File: src/hw/refsw_cfg.svh
`ifndef REFSW_CFG_SVH
`define REFSW_CFG_SVH

// Switchover modes
`define MODE_AUTO 2'h0
`define MODE_MANUAL 2'h1
`define MODE_OVERRIDE 2'h2
`define MODE_RESET `MODE_AUTO

// One-hot switchover states
`define ST_RUN 3'h1
`define ST_GATE 3'h2
`define ST_MUX 3'h4

// Register map (byte addresses)
`define REG_CTRL 4'h0
`define REG_STATUS 4'h4

// Field positions
`define CTRL_MODE_LO 0
`define STAT_BAD0 0
`define STAT_BAD1 1
`define STAT_ACTIVE 2
`define STAT_LOCKED 3
`define STAT_CLK_ON 4
`define STAT_STATE_LO 8

// Clock sense: idle limit while no period has been measured yet
`define SENSE_IDLE_MAX 16'h0400
`define SENSE_PERIOD_MULT 2

// Reference rising edges needed before the loop reports lock
`define LOCK_EDGES 8'h40

`endif

File: src/hw/refsw_pkg.sv
`include "refsw_cfg.svh"

package refsw_pkg;

    typedef enum logic [1:0] {
        MODE_AUTO = `MODE_AUTO,
        MODE_MANUAL = `MODE_MANUAL,
        MODE_OVERRIDE = `MODE_OVERRIDE
    } mode_t;

    typedef enum logic [2:0] {
        ST_RUN = `ST_RUN,
        ST_GATE = `ST_GATE,
        ST_MUX = `ST_MUX
    } state_t;

endpackage

File: src/hw/loop_lock.sv
`timescale 1ns/1ps
`include "refsw_cfg.svh"

module loop_lock #(
    parameter logic [7:0] LOCK_EDGES = `LOCK_EDGES
) (
    // Clock and reset
    input wire logic clk,
    input wire logic srst,
    // Loop control
    input wire logic loop_reset,
    input wire logic pd_enable,
    input wire logic ref_rise,
    input wire logic ref_valid,
    // Loop state
    output logic locked,
    output logic clk_on
);
    logic [7:0] edge_cnt;
    logic [7:0] next_edge_cnt;
    logic next_locked;
    logic next_clk_on;

    // ************************************************
    // Lock tracking against the selected reference
    // ************************************************
    always_comb begin
        next_edge_cnt = edge_cnt;
        next_locked = locked;
        next_clk_on = clk_on;
        if (loop_reset) begin
            // Counters cleared, outputs off, out of lock
            next_edge_cnt = '0;
            next_locked = 1'b0;
            next_clk_on = 1'b0;
        end else if (!pd_enable) begin
            // Detector blocked, oscillator free-runs; lock means nothing
            next_edge_cnt = '0;
            next_locked = 1'b0;
        end else begin
            // Resynchronise to the selected reference
            next_clk_on = 1'b1;
            if (!ref_valid) begin
                next_edge_cnt = '0;
                next_locked = 1'b0;
            end else if (ref_rise && edge_cnt != LOCK_EDGES) begin
                next_edge_cnt = edge_cnt + 1'b1;
            end
            if (ref_valid && edge_cnt == LOCK_EDGES) begin
                next_locked = 1'b1;
            end
        end
    end

    always_ff @(posedge clk) begin
        if (srst) begin
            edge_cnt <= '0;
            locked <= 1'b0;
            clk_on <= 1'b0;
        end else begin
            edge_cnt <= next_edge_cnt;
            locked <= next_locked;
            clk_on <= next_clk_on;
        end
    end
endmodule

File: src/hw/pll_ref_clock_switchover.sv
`timescale 1ns/1ps
`include "refsw_cfg.svh"

// What this block does
// Automatic mode swaps to the other input whenever the current one stops, repeatedly.
// Outside party keeps both inputs running, periods within a factor of two.
// No switchover when both inputs are stopped; failure flags then undefined.
// Automatic modes raise an input's failure flag once sensing sees it stopped.
// Above twenty percent frequency difference only the selected indicator is trustworthy.
// Drive an indicator showing which input feeds the loop.
// After about two idle cycles, flag the input and move the select.
// Automatic swap takes effect on a falling edge of the available input.
// Override mode accepts the switch request for widely differing references.
// Request gates the reference at old falling edge, swaps at new falling edge.
// Manual swap between healthy inputs toggles indicator, raises no failure flag.
// Only a rising request edge switches; each new rising edge repeats it.
// Both switch kinds wait until the target input is available.
// Primary input is selected after reset.
// Controller holds the request at least three reference cycles, then releases.
// With unequal frequencies, hold three cycles of the slower reference.
// Controller raises the request only while both inputs are running.
// Controller resets the loop at least 10 ns after switching, awaits lock.
// Controller may use failure flags to disable the detector during switchover.
// Loop reset clears counters, forces outputs off, drops lock, then resynchronises.
// Detector disabled lets the oscillator free-run; lock is meaningless.
// Switchover mode is static and may not change while the loop runs.
module pll_ref_clock_switchover
    import refsw_pkg::*;
#(
    parameter int SENSE_W = 16,
    parameter logic [7:0] LOCK_EDGES = `LOCK_EDGES
) (
    // Clock and reset
    input wire logic clk,
    input wire logic srst,
    // Reference pins
    input wire logic primary_ref_input,
    input wire logic backup_ref_input,
    // Core logic control
    input wire logic switch_req,
    input wire logic loop_reset,
    input wire logic pd_enable,
    // Register port
    input wire logic [3:0] addr,
    input wire logic [31:0] wdata,
    input wire logic wr,
    input wire logic rd,
    output logic [31:0] rdata,
    // Status
    output logic primary_bad,
    output logic backup_bad,
    output logic active_ref,
    output logic mux_select,
    output logic ref_clk_out,
    output logic loop_locked,
    output logic loop_clk_on
);
    import refsw_pkg::*;

    logic [1:0] lvl;
    logic [1:0] rise;
    logic [1:0] fall;
    logic [1:0] bad;
    logic locked_w;
    logic clk_on_w;

    mode_t mode;
    state_t state;
    logic sel;
    logic gate_on;
    logic req_d;
    mode_t next_mode;
    state_t next_state;
    logic next_sel;
    logic next_gate_on;
    logic next_primary_bad;
    logic next_backup_bad;
    logic next_ref_clk_out;
    logic [31:0] next_rdata;
    logic req_edge;
    logic auto_on;
    logic manual_on;
    logic cur_bad;
    logic alt_bad;
    logic cur_fall;
    logic alt_fall;

    // ************************************************
    // Clock sensing of the two references
    // ************************************************
    ref_sense #(
        .CNT_W(SENSE_W)
    ) u_sense_primary (
        .clk(clk),
        .srst(srst),
        .ref_pin(primary_ref_input),
        .ref_level(lvl[0]),
        .ref_rise(rise[0]),
        .ref_fall(fall[0]),
        .ref_bad(bad[0])
    );

    ref_sense #(
        .CNT_W(SENSE_W)
    ) u_sense_backup (
        .clk(clk),
        .srst(srst),
        .ref_pin(backup_ref_input),
        .ref_level(lvl[1]),
        .ref_rise(rise[1]),
        .ref_fall(fall[1]),
        .ref_bad(bad[1])
    );

    // ************************************************
    // Loop reset, detector enable and lock
    // ************************************************
    loop_lock #(
        .LOCK_EDGES(LOCK_EDGES)
    ) u_lock (
        .clk(clk),
        .srst(srst),
        .loop_reset(loop_reset),
        .pd_enable(pd_enable),
        .ref_rise(rise[sel]),
        .ref_valid(gate_on && !bad[sel]),
        .locked(locked_w),
        .clk_on(clk_on_w)
    );

    // ************************************************
    // Switchover state machine
    // ************************************************
    always_comb begin
        auto_on = (mode == MODE_AUTO) || (mode == MODE_OVERRIDE);
        manual_on = (mode == MODE_MANUAL) || (mode == MODE_OVERRIDE);
        req_edge = switch_req && !req_d;
        cur_bad = bad[sel];
        alt_bad = bad[~sel];
        cur_fall = fall[sel];
        alt_fall = fall[~sel];
        next_state = state;
        next_sel = sel;
        next_gate_on = gate_on;
        case (state)
            ST_RUN: begin
                if (manual_on && req_edge) begin
                    // Manual request wins over automatic sensing
                    next_state = ST_GATE;
                end else if (auto_on && cur_bad && !alt_bad) begin
                    // Old input is dead, so no falling edge to gate on
                    next_gate_on = 1'b0;
                    next_state = ST_MUX;
                end
            end
            ST_GATE: begin
                if (cur_fall || cur_bad) begin
                    next_gate_on = 1'b0;
                    next_state = ST_MUX;
                end
            end
            ST_MUX: begin
                // Wait for the target to run, then swap on its falling edge
                if (alt_fall && !alt_bad) begin
                    next_sel = ~sel;
                    next_gate_on = 1'b1;
                    next_state = ST_RUN;
                end
            end
            default: begin
                next_state = ST_RUN;
                next_sel = 1'b0;
                next_gate_on = 1'b1;
            end
        endcase
    end

    // ************************************************
    // Status outputs
    // ************************************************
    always_comb begin
        // Flags carry sensing only in automatic modes; a manual swap raises none
        // Meaning is lost beyond a twenty percent mismatch
        next_primary_bad = auto_on && bad[0];
        next_backup_bad = auto_on && bad[1];
        // Glitch-free gated reference towards the loop counters
        next_ref_clk_out = gate_on && lvl[next_sel] && clk_on_w;
    end

    // ************************************************
    // Register port
    // ************************************************
    always_comb begin
        next_mode = mode;
        // Mode only changes while the loop is held in reset
        if (wr && addr == `REG_CTRL && loop_reset) begin
            case (wdata[`CTRL_MODE_LO +: 2])
                `MODE_AUTO: next_mode = MODE_AUTO;
                `MODE_MANUAL: next_mode = MODE_MANUAL;
                `MODE_OVERRIDE: next_mode = MODE_OVERRIDE;
                default: next_mode = mode;
            endcase
        end
        next_rdata = '0;
        if (rd) begin
            case (addr)
                `REG_CTRL: begin
                    next_rdata[`CTRL_MODE_LO +: 2] = mode;
                end
                `REG_STATUS: begin
                    next_rdata[`STAT_BAD0] = primary_bad;
                    next_rdata[`STAT_BAD1] = backup_bad;
                    next_rdata[`STAT_ACTIVE] = active_ref;
                    next_rdata[`STAT_LOCKED] = loop_locked;
                    next_rdata[`STAT_CLK_ON] = loop_clk_on;
                    next_rdata[`STAT_STATE_LO +: 3] = state;
                end
                default: begin
                    next_rdata = '0;
                end
            endcase
        end
    end

    // ************************************************
    // Registers
    // ************************************************
    always_ff @(posedge clk) begin
        if (srst) begin
            mode <= mode_t'(`MODE_RESET);
            state <= ST_RUN;
            sel <= 1'b0;
            gate_on <= 1'b1;
            req_d <= 1'b0;
            rdata <= '0;
            primary_bad <= 1'b0;
            backup_bad <= 1'b0;
            active_ref <= 1'b0;
            mux_select <= 1'b0;
            ref_clk_out <= 1'b0;
            loop_locked <= 1'b0;
            loop_clk_on <= 1'b0;
        end else begin
            mode <= next_mode;
            state <= next_state;
            sel <= next_sel;
            gate_on <= next_gate_on;
            req_d <= switch_req;
            rdata <= next_rdata;
            primary_bad <= next_primary_bad;
            backup_bad <= next_backup_bad;
            active_ref <= next_sel;
            mux_select <= next_sel;
            ref_clk_out <= next_ref_clk_out;
            loop_locked <= locked_w;
            loop_clk_on <= clk_on_w;
        end
    end
endmodule

File: src/hw/ref_sense.sv
`timescale 1ns/1ps
`include "refsw_cfg.svh"

module ref_sense #(
    parameter int CNT_W = 16
) (
    // Clock and reset
    input wire logic clk,
    input wire logic srst,
    // Reference pin
    input wire logic ref_pin,
    // Sensed state
    output logic ref_level,
    output logic ref_rise,
    output logic ref_fall,
    output logic ref_bad
);
    logic s1;
    logic s2;
    logic s3;
    logic [CNT_W-1:0] idle_cnt;
    logic [CNT_W-1:0] period;
    logic next_level;
    logic next_rise;
    logic next_fall;
    logic next_bad;
    logic [CNT_W-1:0] next_idle_cnt;
    logic [CNT_W-1:0] next_period;
    logic [CNT_W:0] limit;

    // ************************************************
    // Edge detection and loss-of-clock sensing
    // ************************************************
    always_comb begin
        next_level = ref_level;
        next_rise = 1'b0;
        next_fall = 1'b0;
        next_period = period;
        next_bad = ref_bad;
        limit = (period == '0) ? {1'b0, CNT_W'(`SENSE_IDLE_MAX)}
                               : (CNT_W + 1)'({1'b0, period} * `SENSE_PERIOD_MULT);
        next_idle_cnt = (&idle_cnt) ? idle_cnt : idle_cnt + 1'b1;
        // A change counts once the second and third stages agree
        if (s2 == s3 && s3 != ref_level) begin
            next_level = s3;
            next_rise = s3;
            next_fall = ~s3;
            next_bad = 1'b0;
            next_idle_cnt = '0;
            if (s3) begin
                next_period = idle_cnt;
            end
        end else if ({1'b0, idle_cnt} > limit) begin
            // Idle for about two of its own half periods
            next_bad = 1'b1;
        end
    end

    always_ff @(posedge clk) begin
        if (srst) begin
            s1 <= 1'b0;
            s2 <= 1'b0;
            s3 <= 1'b0;
            ref_level <= 1'b0;
            ref_rise <= 1'b0;
            ref_fall <= 1'b0;
            ref_bad <= 1'b0;
            idle_cnt <= '0;
            period <= '0;
        end else begin
            s1 <= ref_pin;
            s2 <= s1;
            s3 <= s2;
            ref_level <= next_level;
            ref_rise <= next_rise;
            ref_fall <= next_fall;
            ref_bad <= next_bad;
            idle_cnt <= next_idle_cnt;
            period <= next_period;
        end
    end
endmodule

File: config.mk
export PLATFORM = sky130hd
export DESIGN_NAME = pll_ref_clock_switchover
export DESIGN_NICKNAME = d
export VERILOG_FILES = /design/src/hw/refsw_pkg.sv /design/src/hw/loop_lock.sv /design/src/hw/pll_ref_clock_switchover.sv /design/src/hw/ref_sense.sv
export VERILOG_INCLUDE_DIRS = /design/src /design/src/hw
export SDC_FILE = /design/constraint.sdc
export NUM_CORES = 1
export LEC_CHECK = 0
export ABC_AREA = 0
export ABC_CLOCK_PERIOD_IN_PS = 3000
export BUFFER_PORTS_ARGS = -buffer_cell sky130_fd_sc_hd__buf_2
export CAP_MARGIN = 20
export CORE_MARGIN = 3
export CORE_UTILIZATION = 55
export DETAILED_ROUTE_END_ITERATION = 8
export PLACE_DENSITY = 0.74
export SETUP_SLACK_MARGIN = 0.02
export SYNTH_ARGS = -nofsm -noshare
export SYNTH_HDL_FRONTEND = slang
export SYNTH_SLANG_ARGS = --single-unit
File: constraint.sdc
create_clock -name clk -period 3 [get_ports clk]
set_input_delay 0.15 -clock clk [delete_from_list [all_inputs] [get_ports clk]]
set_output_delay 0.15 -clock clk [all_outputs]
set_load 0.005 [all_outputs]
Word level (Yosys, flattened, before mapping):

Cells that the tools add are included.

* register bits: 133
* bits of input ports: 45
* output and inout bits: 39
* word-level logic and storage cells: 146

* add/sub/neg operators: 3
* order comparisons: 5
* eq/ne operators: 20
* mux-type cells: 30
* bitwise operators: 9
* reduce and logical (&&, ||, !) cells: 45

Operator list (number)
* > comparator 16 x 17 -> 1 bit: 2
* 2-to-1 mux 17 bit: 2
* adder 16 x 1 -> 16 bit, second input constant: 2
* logical NOT 16 bit: 2
* AND reduction 16 bit: 2
* 2-to-1 mux 1 bit: 19
* logical AND 1 bit: 16
* OR reduction 2 bit: 7
* 2-to-1 mux 3 bit: 4
* inequality test 2 bit, second input constant: 5
* inverter 1 bit: 9
* case mux 3 bit (3 select lines): 1
* adder 8 x 1 -> 8 bit, second input constant: 1
* == test 8 x 7 -> 1 bit, second input constant: 1
* inequality test 8 x 7 -> 1 bit, second input constant: 1
* < comparator 1 x 2 -> 1 bit, second input constant: 3
* case mux 2 bit (3 select lines): 1
* AND reduction 2 bit: 3
* OR reduction 3 bit: 2
* == test 2 x 1 -> 1 bit, second input constant: 2
* == test 2 bit, second input constant: 2
* == test 4 x 3 -> 1 bit, second input constant: 1
* logical NOT 2 bit: 2
* logical NOT 4 bit: 1
* 15 further kinds: 21

Longest topological paths before layout:

* depth in word-level cells: 11
* gate-level depth with buffers: 8
* mapped depth without buffers: 8

Cells and area by module:

Synthesis repeated with hierarchy kept, for this count alone.

* cell total of the unflattened synthesis: 666
* area total of the unflattened synthesis: 5609.1 um2

Modules (own cells, without submodules)
* ref_sense (u_sense_backup): times used 1, cells an instance 252, area an instance 2057.0 um2, sequential area each 780.7 um2
* ref_sense (u_sense_primary): times used 1, cells an instance 239, area an instance 1986.9 um2, sequential area each 780.7 um2
* pll_ref_clock_switchover: times used 1, cells an instance 123, area an instance 1098.6 um2, sequential area each 420.4 um2
* loop_lock: times used 1, cells an instance 52, area an instance 466.7 um2, sequential area each 200.2 um2

Worst setup path after synthesis:

No wires, ideal clock.

* path kind: reg2reg
* start point: reg u_sense_backup.period[2]
* end point: reg u_sense_backup.ref_bad
* library setup time: 0.134 ns
* arrival time: 1.689 ns
* data required time: 2.866 ns
* setup slack: 1.177 ns
* cell stages (with the launch flop): 9
* clock period less this slack: 1.823 ns
* cell sequence: dfxtp_1 -> nor4_1 -> a41oi_1 -> ha_1 -> a21o_1 -> nand3_1 -> a21oi_1 -> a2111oi_0 -> a21boi_0

* cells in the longest elaborated chain, start to end: 3

Ends and longest elaborated chain
* from (decl): RTL line ref_sense.sv:22 `logic [CNT_W-1:0] period;`
* from (signal assigned): RTL line ref_sense.sv:79 `period <= next_period;`
* logical NOT 16 bit: RTL line ref_sense.sv:40 `` limit = (period == '0) ? {1'b0, CNT_W'(`SENSE_IDLE_MAX)} ``
* 2-to-1 mux 17 bit *: RTL line ref_sense.sv:40
* > comparator 16 x 17 -> 1 bit *: RTL line ref_sense.sv:53 `end else if ({1'b0, idle_cnt} > limit) begin`
* to (signal assigned): RTL line ref_sense.sv:77 `ref_bad <= next_bad;`
* to (decl): RTL line ref_sense.sv:16 `output logic ref_bad`

Every way passes the cells marked *; elsewhere a longest branch is shown, timed or not.
A chain may end at the register's enable or synchronous reset.

Final worst setup path:

* start point: reg u_sense_backup.period[15]
* end point: reg u_sense_backup.ref_bad

Same word-level chain as after synthesis.

==> results.sh <==
export IMPL_outcome="finished, final reports clean"
export IMPL_crit_family="compound AO/OA/AOI/OAI gates"
export IMPL_wire_per_inst_um=13.2
export IMPL_cts_setup_buffers=0
export IMPL_grt_pass1_vias=4208
export IMPL_synthArstFlopShare_pct=0
export IMPL_synth_edf_count=0
export IMPL_vias=4390
export IMPL_hold_class="input port to flip-flop"
export IMPL_syn_avg_cell_area_um2=8.33
export IMPL_setup_worst_path_class="flip-flop to flip-flop"
export IMPL_crit_arrival_ps=2420
export IMPL_cts_sinks=109
export IMPL_n_antenna_cell=0
export IMPL_gp_congestion=0.877
export IMPL_synthTopCellsByArea="dfxtp_1 41%, ha_1 8.4%, a21oi_1 6.1%"
export IMPL_die_x_um=105
export IMPL_ys_seq_area_share_pct=40.6
export IMPL_clk_pin_slew_ps=110
export IMPL_ir_drop_mv=0.309
export IMPL_fillerInstances=829
export IMPL_period_minus_slack_ps=2170
export IMPL_synthFlopType="dfxtp_1"
export IMPL_slew_limit_headroom_pct=46.7
export IMPL_synth_top_area_share_pct=40.6
export IMPL_synth_cell_types=56
export IMPL_ios=84
export IMPL_grt_use_total_pct=19.9
export IMPL_antenna_found_initial=0
export IMPL_rsz0062_at_grt="no"
export IMPL_overflow=0
export IMPL_cts_resized=0
export IMPL_viasPerCell=5.45
export IMPL_synthAdderAreaFrac_pct=8.38
export IMPL_yosys_warnings=0
export IMPL_drt_initial_drc_count=166
export IMPL_holdBufCountCts=3
export IMPL_synth_compound_area_share_pct=13.0
export IMPL_slowest_delay_ps=390
export IMPL_drv_cap=0
export IMPL_finClkSkew_ps=17.7
export IMPL_cp_end_kind="flip-flop"
export IMPL_yosys_area_top_type="dfxtp_1"
export IMPL_grt_pass1_wl_um=18500
export IMPL_syn_inst=645
export IMPL_clock_fmax_ghz=0.460
export IMPL_initial_core_util_pct=57.4
export IMPL_crit_slowest_cell="a2111oi_0"
export IMPL_layout_drive_gt1_share_pct=9.45
export IMPL_path_cells="nor4_1 > a41oi_1 > ha_1 > a21o_1 > nand3_1 > a21oi_1 > a2111oi_0 > a21boi_0"
export IMPL_p_leak_nw=2.14
export IMPL_yosys_mux_area_fraction_pct=0.931
export IMPL_design_core_area_mm2=0.00937
export IMPL_drtAntennaViolNets=0
export IMPL_synth_simple_area_share_pct=25.5
export IMPL_syn_area_mm2=0.00538
export IMPL_cts_htree_levels=3
export IMPL_setup_viol=0
export IMPL_die_area_mm2=0.0110
export IMPL_synth_top_family_by_area="simple AND/OR/NAND/NOR gates"
export IMPL_dr_pass1_iters=5
export IMPL_grt_max_degree=45
export IMPL_p_per_area_mw_per_mm2=421
export IMPL_numCtsBuffers=9
export IMPL_fp_dieH_um=105
export IMPL_path_max_fanout=4
export IMPL_clockBufferDepth=2
export IMPL_ys_ff_latch=109
export IMPL_finalPower_w=0.00242
export IMPL_critPathBufInv=0
export IMPL_synthToLayoutAreaGrowth_pct=7.08
export IMPL_fin_nets=753
export IMPL_drcViolationCount=0
export IMPL_cp_start_kind="flip-flop"
export IMPL_post_dp_hpwl_um=7730
export IMPL_routed_wl_um=10600
export IMPL_maxSlewViolCount=0
export IMPL_num_rows=35
export IMPL_tightestPinTransition_ps=799
export IMPL_finalHoldViolCount=0
export IMPL_clkLatencyLatePin_ps=370
export IMPL_clockRootBuffer="clkbuf_8"
export IMPL_min_period_over_period_pct=72.5
export IMPL_synth_xor_area_share_pct=3.91
export IMPL_setup_tns_final_ps=0
export IMPL_critical_path_required_ps=3250
export IMPL_cts_tree="built"
export IMPL_io_buffer_count=29
[synth_stat cells, drive strengths merged (14+ instances only)]
cell type,instances
nand2,88
nor2,59
a21oi,67
inv,38
nand3,24
nor2b,14
ha,36
o21ai,18
clkbuf,14
nor3,21
nand4,14
dfxtp,109
buf,29
[cell usage in the layout, fill, tap and decap left out, drive strengths merged, types with 3 or more instances in the layout]
| master | count |
|---|---|
| nor4 | 11 |
| conb | 24 |
| nand3b | 5 |
| dlygate4sd3 | 4 |
| nor3b | 5 |
| a211oi | 7 |
| nor2 | 59 |
| xnor2 | 12 |
| dfxtp | 109 |
| nor4b | 3 |
| clkbuf | 9 |
| nor2b | 14 |
| nand2 | 88 |
| and2 | 6 |
| nor3 | 21 |
| or3b | 3 |
| mux2i | 5 |
| buf | 32 |
| a21oi | 67 |
| nand3 | 24 |
| xor2 | 12 |
| a21o | 3 |
| o21a | 3 |
| nand4 | 14 |
| inv | 41 |
| o21ai | 18 |
| ha | 36 |
| and3 | 6 |
| or2 | 3 |
| a31oi | 6 |
[cells by family after synthesis]
kind of cell    Yosys count
simple gates            269
compound gates          120
flops                   109
buf+inv                  81
fa+ha+maj                36
xor+xnor                 24
mux                       5
other cells               1
[report_power, final]
group | leakage (nW) | internal, W | switching [W]
registers | 0.881 | 0.00146 | 0.0000186
clock network | 0.0914 | 0.000322 | 0.000527
logic | 1.17 | 0.0000353 | 0.0000568
[sequential cells by signal, indices dropped and copies added, names as in the netlist, 2 cells and up]
name                      flops
u_lock.edge_cnt               8
mode                          2
u_sense_backup.period        16
rdata                         8
state                         3
u_sense_backup.idle_cnt      16
u_sense_primary.period       16
u_sense_primary.idle_cnt     16
[worst reg2reg max path, cell delays in order, from the launching register on]
cell	delay, ps
dfxtp_1	360
nor4_1	380
a41oi_1	180
ha_1	320
a21o_1	160
nand3_1	70
a21oi_1	60
a2111oi_0	390
a21boi_0	140
[final timing paths]
path | startpoint | endpoint | slack, ps | cells after the start
max | u_sense_backup.period[15]$_SDFFE_PP0P_ | u_sense_backup.ref_bad$_SDFFE_PP0N_ | 830 | 8
min | addr[2] | rdata[1]$_SDFF_PP0_ | 70 | 3
max reg2reg | u_sense_backup.period[15]$_SDFFE_PP0P_ | u_sense_backup.ref_bad$_SDFFE_PP0N_ | 830 | 8
min reg2reg | u_sense_primary.s1$_SDFF_PP0_ | u_sense_primary.s2$_SDFF_PP0_ | 460 | 1
[metrics by stage]
step | cells | cell area [um^2] | util, % | hold WS (ps) | setup slack [ps]
6_report | 806 | 5760 | 61.4 | 65.0 | 826
5_1_grt | 806 | 5760 | 61.4 | 61.5 | 684
4_1_cts | 805 | 5750 | 61.3 | 0.170 | 770
3_5_place_dp | 786 | 5530 | 59.0 | 370 | 869
3_3_place_gp | 786 | 5530 | 59.0 | 365 | 923
2_1_floorplan | 668 | 5460 | - | 233 | 1180
[cell type report]
cell class	instances	area [um^2]	area share (%)
Multi-Input combinational cell	478	2870	49.9
Timing Repair Buffer	36	208	3.61
Clock inverter	7	66.3	1.15
Inverter	38	143	2.48
Clock buffer	9	124	2.15
Sequential cell	109	2180	37.9
Tap cell	129	161	2.80
[routing by layer]
metal | part of all wire, % | routed length [um] | GRT usage, %
met2 | 49 | 5240 | 34.7
met3 | 4.3 | 461 | 4.39
met5 | 0 | 0 | 0
met4 | 1.7 | 179 | 6.94
met1 | 45 | 4760 | 24.0
No activity file was read; power rests on OpenSTA's default activity.
